**config.mk**
```make
export PLATFORM = sky130hd
export DESIGN_NAME = nvmw_ctrl
export DESIGN_NICKNAME = d
export VERILOG_FILES = /design/src/include/nvmw_pkg.sv /design/src/rtl/nvmw_ctrl.sv /design/src/rtl/nvmw_latch.sv
export VERILOG_INCLUDE_DIRS = /design/src /design/src/include
export SDC_FILE = /design/constraint.sdc
export NUM_CORES = 1
export LEC_CHECK = 0
export BUFFER_PORTS_ARGS = -buffer_cell sky130_fd_sc_hd__buf_2
export CAP_MARGIN = 20
export CORE_MARGIN = 3
export CORE_UTILIZATION = 25
export DETAILED_ROUTE_END_ITERATION = 7
export PLACE_DENSITY = 0.5
export SKIP_CTS_REPAIR_TIMING = 1
export SYNTH_ARGS = -nofsm -noshare
export SYNTH_HDL_FRONTEND = slang
export SYNTH_SLANG_ARGS = --single-unit
```
**constraint.sdc**
```tcl
create_clock -name clk_sys -period 7.77 [get_ports clk_sys]
set_input_delay 0.777 -clock clk_sys [delete_from_list [all_inputs] [get_ports clk_sys]]
set_output_delay 0.777 -clock clk_sys [all_outputs]
set_load 0.005 [all_outputs]
```
**src/include/nvmw_cfg.svh**
```systemverilog
`ifndef NVMW_CFG_SVH
`define NVMW_CFG_SVH
// ***********************************************
// register byte offsets
// ***********************************************
`define NVMW_OFF_DATA_LOW 8'h00
`define NVMW_OFF_DATA_HIGH 8'h04
`define NVMW_OFF_ADDR_LOW 8'h08
`define NVMW_OFF_ADDR_HIGH 8'h0C
`define NVMW_OFF_CONTROL 8'h10
`define NVMW_OFF_UNLOCK 8'h14
// ***********************************************
// control register bit positions
// ***********************************************
`define NVMW_BIT_READ 0
`define NVMW_BIT_WRITE 1
`define NVMW_BIT_WRITE_ENABLE 2
`define NVMW_BIT_ERR 3
`define NVMW_BIT_ERASE 4
`define NVMW_BIT_LATCH 5
`define NVMW_BIT_CFG 6
// ***********************************************
// reset values, keys and region bounds
// ***********************************************
`define NVMW_RST_BYTE 8'h00
`define NVMW_ADDR_HIGH_PAD 1'h1
`define NVMW_KEY_FIRST 8'h55
`define NVMW_KEY_SECOND 8'hAA
`define NVMW_UID_LO 16'h8000
`define NVMW_UID_HI 16'h8003
`define NVMW_ID_LO 16'h8005
`define NVMW_ID_HI 16'h8006
`define NVMW_CW_LO 16'h8007
`define NVMW_CW_HI 16'h800A
`define NVMW_EE_LO 16'hF000
`define NVMW_EE_HI 16'hF0FF
`define NVMW_BLANK_WORD 14'h3FFF
`define NVMW_ROW_LAST 5'h1F
`define NVMW_RESP_OKAY 2'h0
`define NVMW_RESP_SLVERR 2'h2
`endif

```
**src/include/nvmw_pkg.sv**
```systemverilog
package nvmw_pkg;
  // sequencer states, gray along idle-issue-wait-finish
  typedef enum logic [1:0] {
    nvmw_st_idle = 2'h0,
    nvmw_st_issue = 2'h1,
    nvmw_st_wait = 2'h3,
    nvmw_st_finish = 2'h2
  } nvmw_state_t;
  // memory-side operation codes
  typedef enum logic [1:0] {
    nvmw_op_read = 2'h0,
    nvmw_op_write = 2'h1,
    nvmw_op_erase = 2'h2
  } nvmw_op_t;
endpackage

```
**src/rtl/nvmw_ctrl.sv**
```systemverilog
// Added by the designer: register access over AXI4-Lite and the register offsets.
`timescale 1ns/100ps
`include "nvmw_cfg.svh"
module nvmw_ctrl (
  input wire logic clk_sys,
  input wire logic arst_n,
  input wire logic blk_rst,
  input wire logic prog_protect,
  input wire logic s_axi_awvalid,
  output logic s_axi_awready,
  input wire logic [7:0] s_axi_awaddr,
  input wire logic s_axi_wvalid,
  output logic s_axi_wready,
  input wire logic [31:0] s_axi_wdata,
  input wire logic [3:0] s_axi_wstrb,
  output logic s_axi_bvalid,
  input wire logic s_axi_bready,
  output logic [1:0] s_axi_bresp,
  input wire logic s_axi_arvalid,
  output logic s_axi_arready,
  input wire logic [7:0] s_axi_araddr,
  output logic s_axi_rvalid,
  input wire logic s_axi_rready,
  output logic [31:0] s_axi_rdata,
  output logic [1:0] s_axi_rresp,
  output logic fl_req,
  output logic [1:0] fl_op,
  output logic fl_cfg,
  output logic [14:0] fl_addr,
  output logic [13:0] fl_wdata,
  input wire logic fl_ack,
  input wire logic [13:0] fl_rdata
);
  // ***********************************************
  // state
  // ***********************************************
  typedef struct packed {
    logic awready; // bus handshakes
    logic wready;
    logic bvalid;
    logic [1:0] bresp;
    logic arready;
    logic rvalid;
    logic [31:0] rdata;
    logic [1:0] rresp;
    logic aw_have; // write address held
    logic [7:0] aw_addr;
    logic w_have; // write data held
    logic [7:0] w_data;
    logic w_lane0;
    logic [7:0] dat_lo; // word value
    logic [5:0] dat_hi;
    logic [7:0] adr_lo; // word address
    logic [6:0] adr_hi;
    logic cfg_sel; // control bits
    logic latch_only;
    logic erase_sel;
    logic err;
    logic write_enable;
    logic wr;
    logic rd;
    logic [1:0] unlock; // keys seen so far
    nvmw_pkg::nvmw_state_t st;
    nvmw_pkg::nvmw_op_t op;
    logic single; // one word, no row loop
    logic [4:0] widx; // word within row
    logic fl_req;
    logic fl_cfg;
    logic [14:0] fl_addr;
    logic [13:0] fl_wdata;
    logic lt_ld; // latch load pulse
    logic [4:0] lt_idx;
    logic [13:0] lt_data;
    logic lt_blank;
  } nvmw_ctrl_state_t;

  nvmw_ctrl_state_t s_reg; // registered state
  nvmw_ctrl_state_t s_next; // next state
  logic [13:0] lt_rd; // latch word at widx
  logic bus_wr; // register write this cycle
  logic ctl_wr; // control register written
  logic wr_go; // accepted write start
  logic rd_go; // accepted read start
  logic latch_case; // latch-only load selected
  logic wprot; // target is write-protected
  logic rd_bad; // config read outside regions
  logic unlock_bad; // unlock sequence broken
  logic busy; // self-write under way
  logic in_uid; // region hits
  logic in_id;
  logic in_cw;
  logic in_ee;
  logic [15:0] tgt; // select plus address
  logic [7:0] wd; // byte being written
  logic keep_err;

  // ***********************************************
  // write latch row
  // ***********************************************
  nvmw_latch u_latch (
    .clk_sys(clk_sys),
    .arst_n(arst_n),
    .ld(s_reg.lt_ld),
    .ld_idx(s_reg.lt_idx),
    .ld_data(s_reg.lt_data),
    .blank(s_reg.lt_blank),
    .rd_idx(s_reg.widx),
    .rd_data(lt_rd)
  );

  // ***********************************************
  // next state
  // ***********************************************
  always_comb begin
    s_next = s_reg;
    s_next.fl_req = 1'b0;
    s_next.lt_ld = 1'b0;
    s_next.lt_blank = 1'b0;
    bus_wr = 1'b0;
    ctl_wr = 1'b0;
    wr_go = 1'b0;
    rd_go = 1'b0;
    unlock_bad = 1'b0;
    keep_err = 1'b0;
    wd = s_reg.w_data;
    busy = (s_reg.st != nvmw_pkg::nvmw_st_idle) && s_reg.wr;
    // sequencer towards the array
    unique case (s_reg.st)
      nvmw_pkg::nvmw_st_idle: begin
        s_next.st = nvmw_pkg::nvmw_st_idle;
      end
      nvmw_pkg::nvmw_st_issue: begin
        s_next.fl_req = 1'b1;
        if (!s_reg.single && s_reg.op == nvmw_pkg::nvmw_op_write) begin
          s_next.fl_addr[4:0] = s_reg.widx;
        end
        // eeprom takes the low byte only, upper bits forced to zero
        s_next.fl_wdata = s_reg.single ? {6'h00, s_reg.dat_lo} : lt_rd;
        s_next.st = nvmw_pkg::nvmw_st_wait;
      end
      nvmw_pkg::nvmw_st_wait: begin
        if (fl_ack) begin
          if (s_reg.op == nvmw_pkg::nvmw_op_read) begin
            s_next.dat_lo = fl_rdata[7:0];
            s_next.dat_hi = fl_rdata[13:8];
          end
          if (s_reg.op == nvmw_pkg::nvmw_op_write && !s_reg.single
              && s_reg.widx != `NVMW_ROW_LAST) begin
            s_next.widx = s_reg.widx + 5'h01;
            s_next.st = nvmw_pkg::nvmw_st_issue;
          end else begin
            s_next.st = nvmw_pkg::nvmw_st_finish;
          end
        end
      end
      nvmw_pkg::nvmw_st_finish: begin
        s_next.wr = 1'b0;
        s_next.rd = 1'b0;
        // row program and row erase both leave the latches blank
        s_next.lt_blank = (s_reg.op != nvmw_pkg::nvmw_op_read) && !s_reg.single;
        s_next.st = nvmw_pkg::nvmw_st_idle;
      end
    endcase
    // write address and data, in either order
    if (s_axi_awvalid && s_reg.awready) begin
      s_next.aw_have = 1'b1;
      s_next.aw_addr = s_axi_awaddr;
    end
    if (s_axi_wvalid && s_reg.wready) begin
      s_next.w_have = 1'b1;
      s_next.w_data = s_axi_wdata[7:0];
      s_next.w_lane0 = s_axi_wstrb[0];
    end
    if (s_reg.bvalid && s_axi_bready) begin
      s_next.bvalid = 1'b0;
    end
    // both halves present: commit and answer next edge
    if (s_next.aw_have && s_next.w_have && !s_reg.bvalid) begin
      bus_wr = s_next.w_lane0;
      wd = s_next.w_data;
      s_next.bvalid = 1'b1;
      s_next.bresp = (s_next.aw_addr[1:0] == 2'h0 && s_next.aw_addr <= `NVMW_OFF_UNLOCK)
        ? `NVMW_RESP_OKAY : `NVMW_RESP_SLVERR;
      s_next.aw_have = 1'b0;
      s_next.w_have = 1'b0;
    end
    // register writes; a broken unlock is caught on any other write
    if (bus_wr) begin
      if (s_reg.unlock == 2'h1 && !(s_next.aw_addr == `NVMW_OFF_UNLOCK
          && wd == `NVMW_KEY_SECOND)) begin
        unlock_bad = 1'b1;
      end
      if (s_reg.unlock == 2'h2 && !(s_next.aw_addr == `NVMW_OFF_CONTROL
          && wd[`NVMW_BIT_WRITE])) begin
        unlock_bad = 1'b1;
      end
      case (s_next.aw_addr)
        `NVMW_OFF_DATA_LOW: s_next.dat_lo = wd;
        `NVMW_OFF_DATA_HIGH: s_next.dat_hi = wd[5:0];
        `NVMW_OFF_ADDR_LOW: s_next.adr_lo = wd;
        `NVMW_OFF_ADDR_HIGH: s_next.adr_hi = wd[6:0];
        `NVMW_OFF_CONTROL: begin
          ctl_wr = 1'b1;
          s_next.cfg_sel = wd[`NVMW_BIT_CFG];
          s_next.latch_only = wd[`NVMW_BIT_LATCH];
          s_next.erase_sel = wd[`NVMW_BIT_ERASE];
          s_next.write_enable = wd[`NVMW_BIT_WRITE_ENABLE];
          s_next.err = wd[`NVMW_BIT_ERR];
          // start needs both keys, enable and an idle sequencer
          wr_go = wd[`NVMW_BIT_WRITE] && wd[`NVMW_BIT_WRITE_ENABLE]
            && s_reg.unlock == 2'h2 && s_reg.st == nvmw_pkg::nvmw_st_idle;
          rd_go = wd[`NVMW_BIT_READ] && !wr_go
            && s_reg.st == nvmw_pkg::nvmw_st_idle;
          s_next.unlock = 2'h0;
        end
        `NVMW_OFF_UNLOCK: begin
          if (s_reg.unlock == 2'h0 && wd == `NVMW_KEY_FIRST) begin
            s_next.unlock = 2'h1;
          end else if (s_reg.unlock == 2'h1 && wd == `NVMW_KEY_SECOND) begin
            s_next.unlock = 2'h2;
          end else begin
            s_next.unlock = 2'h0;
          end
        end
        default: begin
          s_next.unlock = 2'h0; // unmapped write still breaks the keys
        end
      endcase
      // a broken sequence must not leave a key behind for a later start
      if (unlock_bad) begin
        s_next.unlock = 2'h0;
      end
    end
    // region decode on the freshly written selection
    tgt = {s_next.cfg_sel, s_next.adr_hi, s_next.adr_lo};
    in_uid = tgt >= `NVMW_UID_LO && tgt <= `NVMW_UID_HI;
    in_id = tgt >= `NVMW_ID_LO && tgt <= `NVMW_ID_HI;
    in_cw = tgt >= `NVMW_CW_LO && tgt <= `NVMW_CW_HI;
    in_ee = tgt >= `NVMW_EE_LO && tgt <= `NVMW_EE_HI;
    latch_case = s_next.latch_only && !s_next.erase_sel;
    // only user ID and eeprom take writes in config space
    wprot = s_next.cfg_sel ? !(in_uid || in_ee) : prog_protect;
    rd_bad = s_next.cfg_sel && !(in_uid || in_id || in_cw || in_ee);
    if (wr_go) begin
      if (latch_case) begin
        // protection not checked, no array request
        s_next.lt_ld = 1'b1;
        s_next.lt_idx = s_next.adr_lo[4:0];
        s_next.lt_data = {s_next.dat_hi, s_next.dat_lo};
      end else if (wprot) begin
        s_next.wr = 1'b0;
      end else begin
        s_next.wr = 1'b1;
        s_next.st = nvmw_pkg::nvmw_st_issue;
        s_next.op = s_next.erase_sel ? nvmw_pkg::nvmw_op_erase
          : nvmw_pkg::nvmw_op_write;
        s_next.single = s_next.cfg_sel && in_ee && !s_next.erase_sel;
        s_next.widx = 5'h00;
        s_next.fl_cfg = s_next.cfg_sel;
        s_next.fl_addr = {s_next.adr_hi, s_next.adr_lo};
        if (!s_next.single) begin
          s_next.fl_addr[4:0] = 5'h00;
        end
      end
    end
    if (rd_go) begin
      if (rd_bad) begin
        s_next.dat_lo = `NVMW_RST_BYTE;
        s_next.dat_hi = 6'h00;
      end else begin
        s_next.rd = 1'b1;
        s_next.st = nvmw_pkg::nvmw_st_issue;
        s_next.op = nvmw_pkg::nvmw_op_read;
        s_next.single = 1'b1;
        s_next.fl_cfg = s_next.cfg_sel;
        s_next.fl_addr = {s_next.adr_hi, s_next.adr_lo};
      end
    end
    // hardware sets after the software write, so only a block reset in the same cycle loses a set
    if (unlock_bad || (wr_go && !latch_case && wprot)) begin
      s_next.err = 1'b1;
    end
    // register read
    if (s_axi_rvalid && s_axi_rready) begin
      s_next.rvalid = 1'b0;
    end
    if (s_axi_arvalid && s_reg.arready) begin
      s_next.rvalid = 1'b1;
      s_next.rresp = `NVMW_RESP_OKAY;
      s_next.rdata = 32'h0000_0000;
      case (s_axi_araddr)
        `NVMW_OFF_DATA_LOW: s_next.rdata[7:0] = s_reg.dat_lo;
        `NVMW_OFF_DATA_HIGH: s_next.rdata[7:0] = {2'h0, s_reg.dat_hi};
        `NVMW_OFF_ADDR_LOW: s_next.rdata[7:0] = s_reg.adr_lo;
        `NVMW_OFF_ADDR_HIGH: s_next.rdata[7:0] = {`NVMW_ADDR_HIGH_PAD, s_reg.adr_hi};
        `NVMW_OFF_CONTROL: s_next.rdata[7:0] = {1'b0, s_reg.cfg_sel, s_reg.latch_only,
          s_reg.erase_sel, s_reg.err, s_reg.write_enable, s_reg.wr, s_reg.rd};
        `NVMW_OFF_UNLOCK: s_next.rdata[7:0] = 8'h00; // keys never read back
        default: s_next.rresp = `NVMW_RESP_SLVERR;
      endcase
    end
    s_next.awready = !s_next.aw_have && !s_next.bvalid;
    s_next.wready = !s_next.w_have && !s_next.bvalid;
    s_next.arready = !s_next.rvalid;
    // block reset: every controller register but a set error flag drops, the write latches keep their words; a cut-off self-write sets that flag
    if (blk_rst) begin
      keep_err = s_reg.err || busy;
      s_next = '0;
      s_next.err = keep_err;
    end
  end

  // ***********************************************
  // registers
  // ***********************************************
  always_ff @(posedge clk_sys or negedge arst_n) begin
    if (!arst_n) begin
      s_reg <= '0;
    end else begin
      s_reg <= s_next;
    end
  end

  assign s_axi_awready = s_reg.awready;
  assign s_axi_wready = s_reg.wready;
  assign s_axi_bvalid = s_reg.bvalid;
  assign s_axi_bresp = s_reg.bresp;
  assign s_axi_arready = s_reg.arready;
  assign s_axi_rvalid = s_reg.rvalid;
  assign s_axi_rdata = s_reg.rdata;
  assign s_axi_rresp = s_reg.rresp;
  assign fl_req = s_reg.fl_req;
  assign fl_op = s_reg.op;
  assign fl_cfg = s_reg.fl_cfg;
  assign fl_addr = s_reg.fl_addr;
  assign fl_wdata = s_reg.fl_wdata;
endmodule

```
**src/rtl/nvmw_latch.sv**
```systemverilog
`timescale 1ns/100ps
`include "nvmw_cfg.svh"
module nvmw_latch (
  input wire logic clk_sys,
  input wire logic arst_n,
  input wire logic ld,
  input wire logic [4:0] ld_idx,
  input wire logic [13:0] ld_data,
  input wire logic blank,
  input wire logic [4:0] rd_idx,
  output logic [13:0] rd_data
);
  // one row of write latches
  typedef struct packed {
    logic [31:0][13:0] word;
  } nvmw_latch_state_t;

  nvmw_latch_state_t s_reg; // registered latches
  nvmw_latch_state_t s_next; // next latches

  // blank wins over load: a finished row leaves nothing stale
  always_comb begin
    s_next = s_reg;
    if (blank) begin
      s_next.word = {32{`NVMW_BLANK_WORD}};
    end else if (ld) begin
      s_next.word[ld_idx] = ld_data;
    end
  end

  // latches come up blank
  always_ff @(posedge clk_sys or negedge arst_n) begin
    if (!arst_n) begin
      s_reg <= {32{`NVMW_BLANK_WORD}};
    end else begin
      s_reg <= s_next;
    end
  end

  assign rd_data = s_reg.word[rd_idx];
endmodule

```
==> results_tabular.tex <==
\begin{tabular}{lr}
\hline
Metric & Value \\
\hline
\multicolumn{2}{l}{\textbf{Worst setup path}} \\
Startpoint of the most critical setup path & s\_axi\_awready \\
Cell with the biggest individual delay on the critical path & sky130\_fd\_sc\_hd\_\_a2111oi\_4 \\
Element type at the critical path end & register \\
Required arrival time at the worst endpoint & 8.26 ns \\
Beginning of the worst register-to-register path & s\_axi\_awready \\
Maximum fanout along the worst path & 15 \\
Cells traversed along the worst timing path & nand2\_1, nand3\_1, a2111oi\_4, nand2\_2, mux2\_2, a2111oi\_2, o32a\_2, nor2b\_4, mux2\_1 \\
Start-to-end type of the worst setup path & reg2reg \\
Buf+Inv Stages, Crit Path & 0 \\
Worst EP arrival & 4.71 ns \\
Depth of the worst register-to-register path & 9 \\
Levels on crit path & 9 \\
Delay of the slowest critical-path stage & 0.60 ns \\
Reg2reg setup slack & 3.54 ns \\
Kind of start point of the critical path & register \\
CP delay by family, top & simple AND/OR/NAND/NOR gates \\
End of the worst register-to-register path & fl\_addr[6] \\
Critical Path Sink & fl\_addr[6] \\
\multicolumn{2}{l}{\textbf{STA}} \\
Final count of negative-setup-slack endpoints & 0 \\
Final clock skew & 0.0238 ns \\
Setup total negative slack & 0 ns \\
Remaining max-slew budget at the tightest pin & 23.5\% \\
Tightest Pin Transition & 1.14 ns \\
Post-layout min period & between 4 and 5 ns \\
Post-route fraction of the period consumed by the critical path & a little over half \\
Maximum operating frequency & 237 MHz \\
Setup repair after global routing missed its margin & false \\
Fin. max-slew vios & 0 \\
Number of hold-slack violations in the final timing report & 0 \\
\multicolumn{2}{l}{\textbf{Die}} \\
I/O Pins & 150 \\
Overall die area & 124,000 um\^{}2 \\
Die H & around 350 um \\
Overall die width & 352 um \\
Placement row count & 126 \\
CORE AREA & 118,000 um\^{}2 \\
Initial core utilization & 25.3\% \\
\multicolumn{2}{l}{\textbf{Detailed routing}} \\
Number of iterations in the first detailed-routing pass & 5 \\
Total number of vias & 20,400 \\
Post-detailed-route DRC marker count & 0 \\
Routed Antenna Nets & 0 \\
Avg WL per Cell & 21.7 um \\
Average vias per placed instance & 4.91 \\
Violation count after the first detailed-routing iteration & 1,573 \\
Total length of routed wires & 90,200 um \\
\multicolumn{2}{l}{\textbf{Placed design}} \\
Number of buffers inserted by port buffering & 96 \\
Post-detailed-placement cell area & around 32,000 um\^{}2 \\
Post-detail-place hpwl & 56,200 um \\
GPL Wtd Cong & 0.792 \\
\multicolumn{2}{l}{\textbf{Global routing}} \\
First-pass GRT wire length & 136,000 um \\
GRT Resource Usage Total & 14.4\% \\
Pin count of the biggest net entering global routing & 171 \\
Number of antenna violations at the first check in global routing & 1 \\
Via count of the first global-routing pass & between 20,000 and 25,000 \\
Total congestion overflow & 0 \\
\multicolumn{2}{l}{\textbf{Synthesis}} \\
Post-synthesis instance total & 2,611 \\
Async SR Flop Fraction & 100\% \\
Cell area after technology mapping & 29,900 um\^{}2 \\
Dominant register cell in the synthesized netlist & sky130\_fd\_sc\_hd\_\_dfstp\_2 \\
Post-synthesis area per instance & 11.4 um\^{}2 \\
Most used standard cell by instance count after synthesis & sky130\_fd\_sc\_hd\_\_dfstp\_2 \\
Top post-synthesis cells by area & sky130\_fd\_sc\_hd\_\_dfstp\_2, sky130\_fd\_sc\_hd\_\_dfrtp\_1, sky130\_fd\_sc\_hd\_\_mux4\_2 \\
Most area-hungry cell type in the Yosys netlist & sky130\_fd\_sc\_hd\_\_dfstp\_2 \\
Share of the synthesized area in the top cell type & 39.4\% \\
Most numerous cell types in the synthesized netlist & sky130\_fd\_sc\_hd\_\_dfstp\_2, sky130\_fd\_sc\_hd\_\_nor2b\_1, sky130\_fd\_sc\_hd\_\_a211o\_1 \\
Flops \& latches, synth & 582 \\
Number of flops mapped to enable cells by yosys & 0 \\
Part of the Yosys area used for sequential elements & 50.6\% \\
Number of unique standard cell types used by synthesis & 78 \\
Total number of yosys warnings & 0 \\
\multicolumn{2}{l}{\textbf{Pwr}} \\
Worst-case vdd ir drop & 0.133 mV \\
Power per cell area & 212 nW/um\^{}2 \\
Static leakage power & 14.1 nW \\
\multicolumn{2}{l}{\textbf{Finish}} \\
Fraction of final layout cells sized beyond drive strength 1 & 36.0\% \\
Layout Nets & approximately 2,600 \\
Post-synthesis to final-layout area growth & 13.7\% \\
Count of fill cells added during filler insertion & approximately 12,000 \\
Final standard cell utilization of the core & 28.7\% \\
Max reg flops & 448 \\
Post-route cell area & 34,000 um\^{}2 \\
\multicolumn{2}{l}{\textbf{Clock tree}} \\
TritonCTS buffer count & a little over 70 \\
Depth of the CTS H-tree & 3 \\
Cell chosen for the clock root & sky130\_fd\_sc\_hd\_\_clkbuf\_16 \\
Clock latency at the later pin of the worst-skew pair & around 0.6 ns \\
Sinks on Clock Net & 582 \\
CTS tree & built \\
Clock slew seen by the registers of the worst setup and hold paths & 0.05 ns \\
Number of buffers on the longest clock path & 3 \\
\multicolumn{2}{l}{\textbf{Job}} \\
Max-cap check violation count & 0 \\
\multicolumn{2}{l}{\textbf{Hold path}} \\
Path class of the lowest-slack min-delay path & in2async \\
\multicolumn{2}{l}{\textbf{Run status}} \\
Result of the run & finished clean \\
\hline
\end{tabular}
[final cells by class]
class | instances | area (um^2) | share of cell area [%]
Antenna cell | 2 | 5.00 | 0.0147
Multi-Input combinational cell | 1748 | 13500 | 39.7
Clock inverter | 16 | 175 | 0.516
Sequential cell | 582 | 15100 | 44.6
Timing Repair Buffer | 157 | 980 | 2.89
Clock buffer | 114 | 2240 | 6.59
Tap cell | 1536 | 1920 | 5.66
Inverter | 3 | 11.3 | 0.0332
[stage by stage]
step	setup slack (ns)	std cells	hold WS (ns)	total power, mW
floorplan	3.82	2636	0.451	3.66
global placement	3.13	4025	0.461	3.82
detailed placement	3.09	4026	0.470	3.82
CTS	3.53	4156	0.302	7.30
global route	3.28	4156	0.305	7.48
finish	3.54	4158	0.279	7.20
[power breakdown]
group / internal (mW) / switching [mW]
combinational: 0.207 / 0.235
sequential: 3.27 / 0.0692
clock: 2.07 / 1.35
total: 5.55 / 1.65
[cell usage in the layout (no fill, tap or decap), types with 13 or more instances in the layout]
master                      count
sky130_fd_sc_hd__nand2_1      160
sky130_fd_sc_hd__nor2b_1      308
sky130_fd_sc_hd__mux2i_1       66
sky130_fd_sc_hd__dfstp_2      448
sky130_fd_sc_hd__conb_1        26
sky130_fd_sc_hd__o21ai_0       43
sky130_fd_sc_hd__buf_4         59
sky130_fd_sc_hd__clkbuf_1      20
sky130_fd_sc_hd__nor3_1        29
sky130_fd_sc_hd__nand2b_1      13
sky130_fd_sc_hd__or2_2         14
sky130_fd_sc_hd__mux4_2       140
sky130_fd_sc_hd__a21oi_1      164
sky130_fd_sc_hd__nor2_1       220
sky130_fd_sc_hd__buf_2         94
sky130_fd_sc_hd__clkbuf_16     77
sky130_fd_sc_hd__dfrtp_1      129
sky130_fd_sc_hd__clkbuf_8      17
sky130_fd_sc_hd__mux2_2        24
sky130_fd_sc_hd__nand3b_1      39
sky130_fd_sc_hd__a211o_1      298
sky130_fd_sc_hd__nor4_1        13
sky130_fd_sc_hd__a211oi_1      29
[layer usage]
| layer | vias up | global-route usage [%] | share of wire (%) |
|---|---|---|---|
| met1 | 10700 | 19.9 | 46 |
| li1 | 9226 | - | - |
| met4 | 2 | 3.00 | 1.8 |
| met3 | 97 | 2.01 | 3.9 |
| met2 | 417 | 24.0 | 48 |
| met5 | - | 0 | 0.014 |
[worst reg2reg max path: stages (launching register included)]
cell	delay [ns]
sky130_fd_sc_hd__dfrtp_1	0.47
sky130_fd_sc_hd__nand2_1	0.31
sky130_fd_sc_hd__nand3_1	0.37
sky130_fd_sc_hd__a2111oi_4	0.60
sky130_fd_sc_hd__nand2_2	0.32
sky130_fd_sc_hd__mux2_2	0.37
sky130_fd_sc_hd__a2111oi_2	0.44
sky130_fd_sc_hd__o32a_2	0.31
sky130_fd_sc_hd__nor2b_4	0.53
sky130_fd_sc_hd__mux2_1	0.39
[kinds of logic (layout without fill, tap and decap cells)]
group | Yosys count | after routing | share of synthesized area (%)
buf+inv | 306 | 290 | 4.85
mux | 242 | 242 | 14.2
flops | 582 | 582 | 50.6
simple gates | 889 | 889 | 15.6
compound gates | 586 | 586 | 14.6
fa+ha+maj | 2 | 2 | 0.0838
other cells | 1 | 28 | 0.0126
xor+xnor | 3 | 3 | 0.0880
[worst min-delay path by stage]
| stage | startpoint | depth (start not counted) | to |
|---|---|---|---|
| floorplan | fl_wdata[10] | 2 | fl_wdata[10] |
| global placement | fl_wdata[13] | 2 | fl_wdata[13] |
| detailed placement | fl_wdata[13] | 2 | fl_wdata[13] |
| CTS | arst_n | 1 | fl_wdata[9] |
| global route | arst_n | 1 | fl_wdata[9] |
| finish | arst_n | 1 | fl_wdata[9] |
Note: power is estimated with default switching activity, not from simulation.
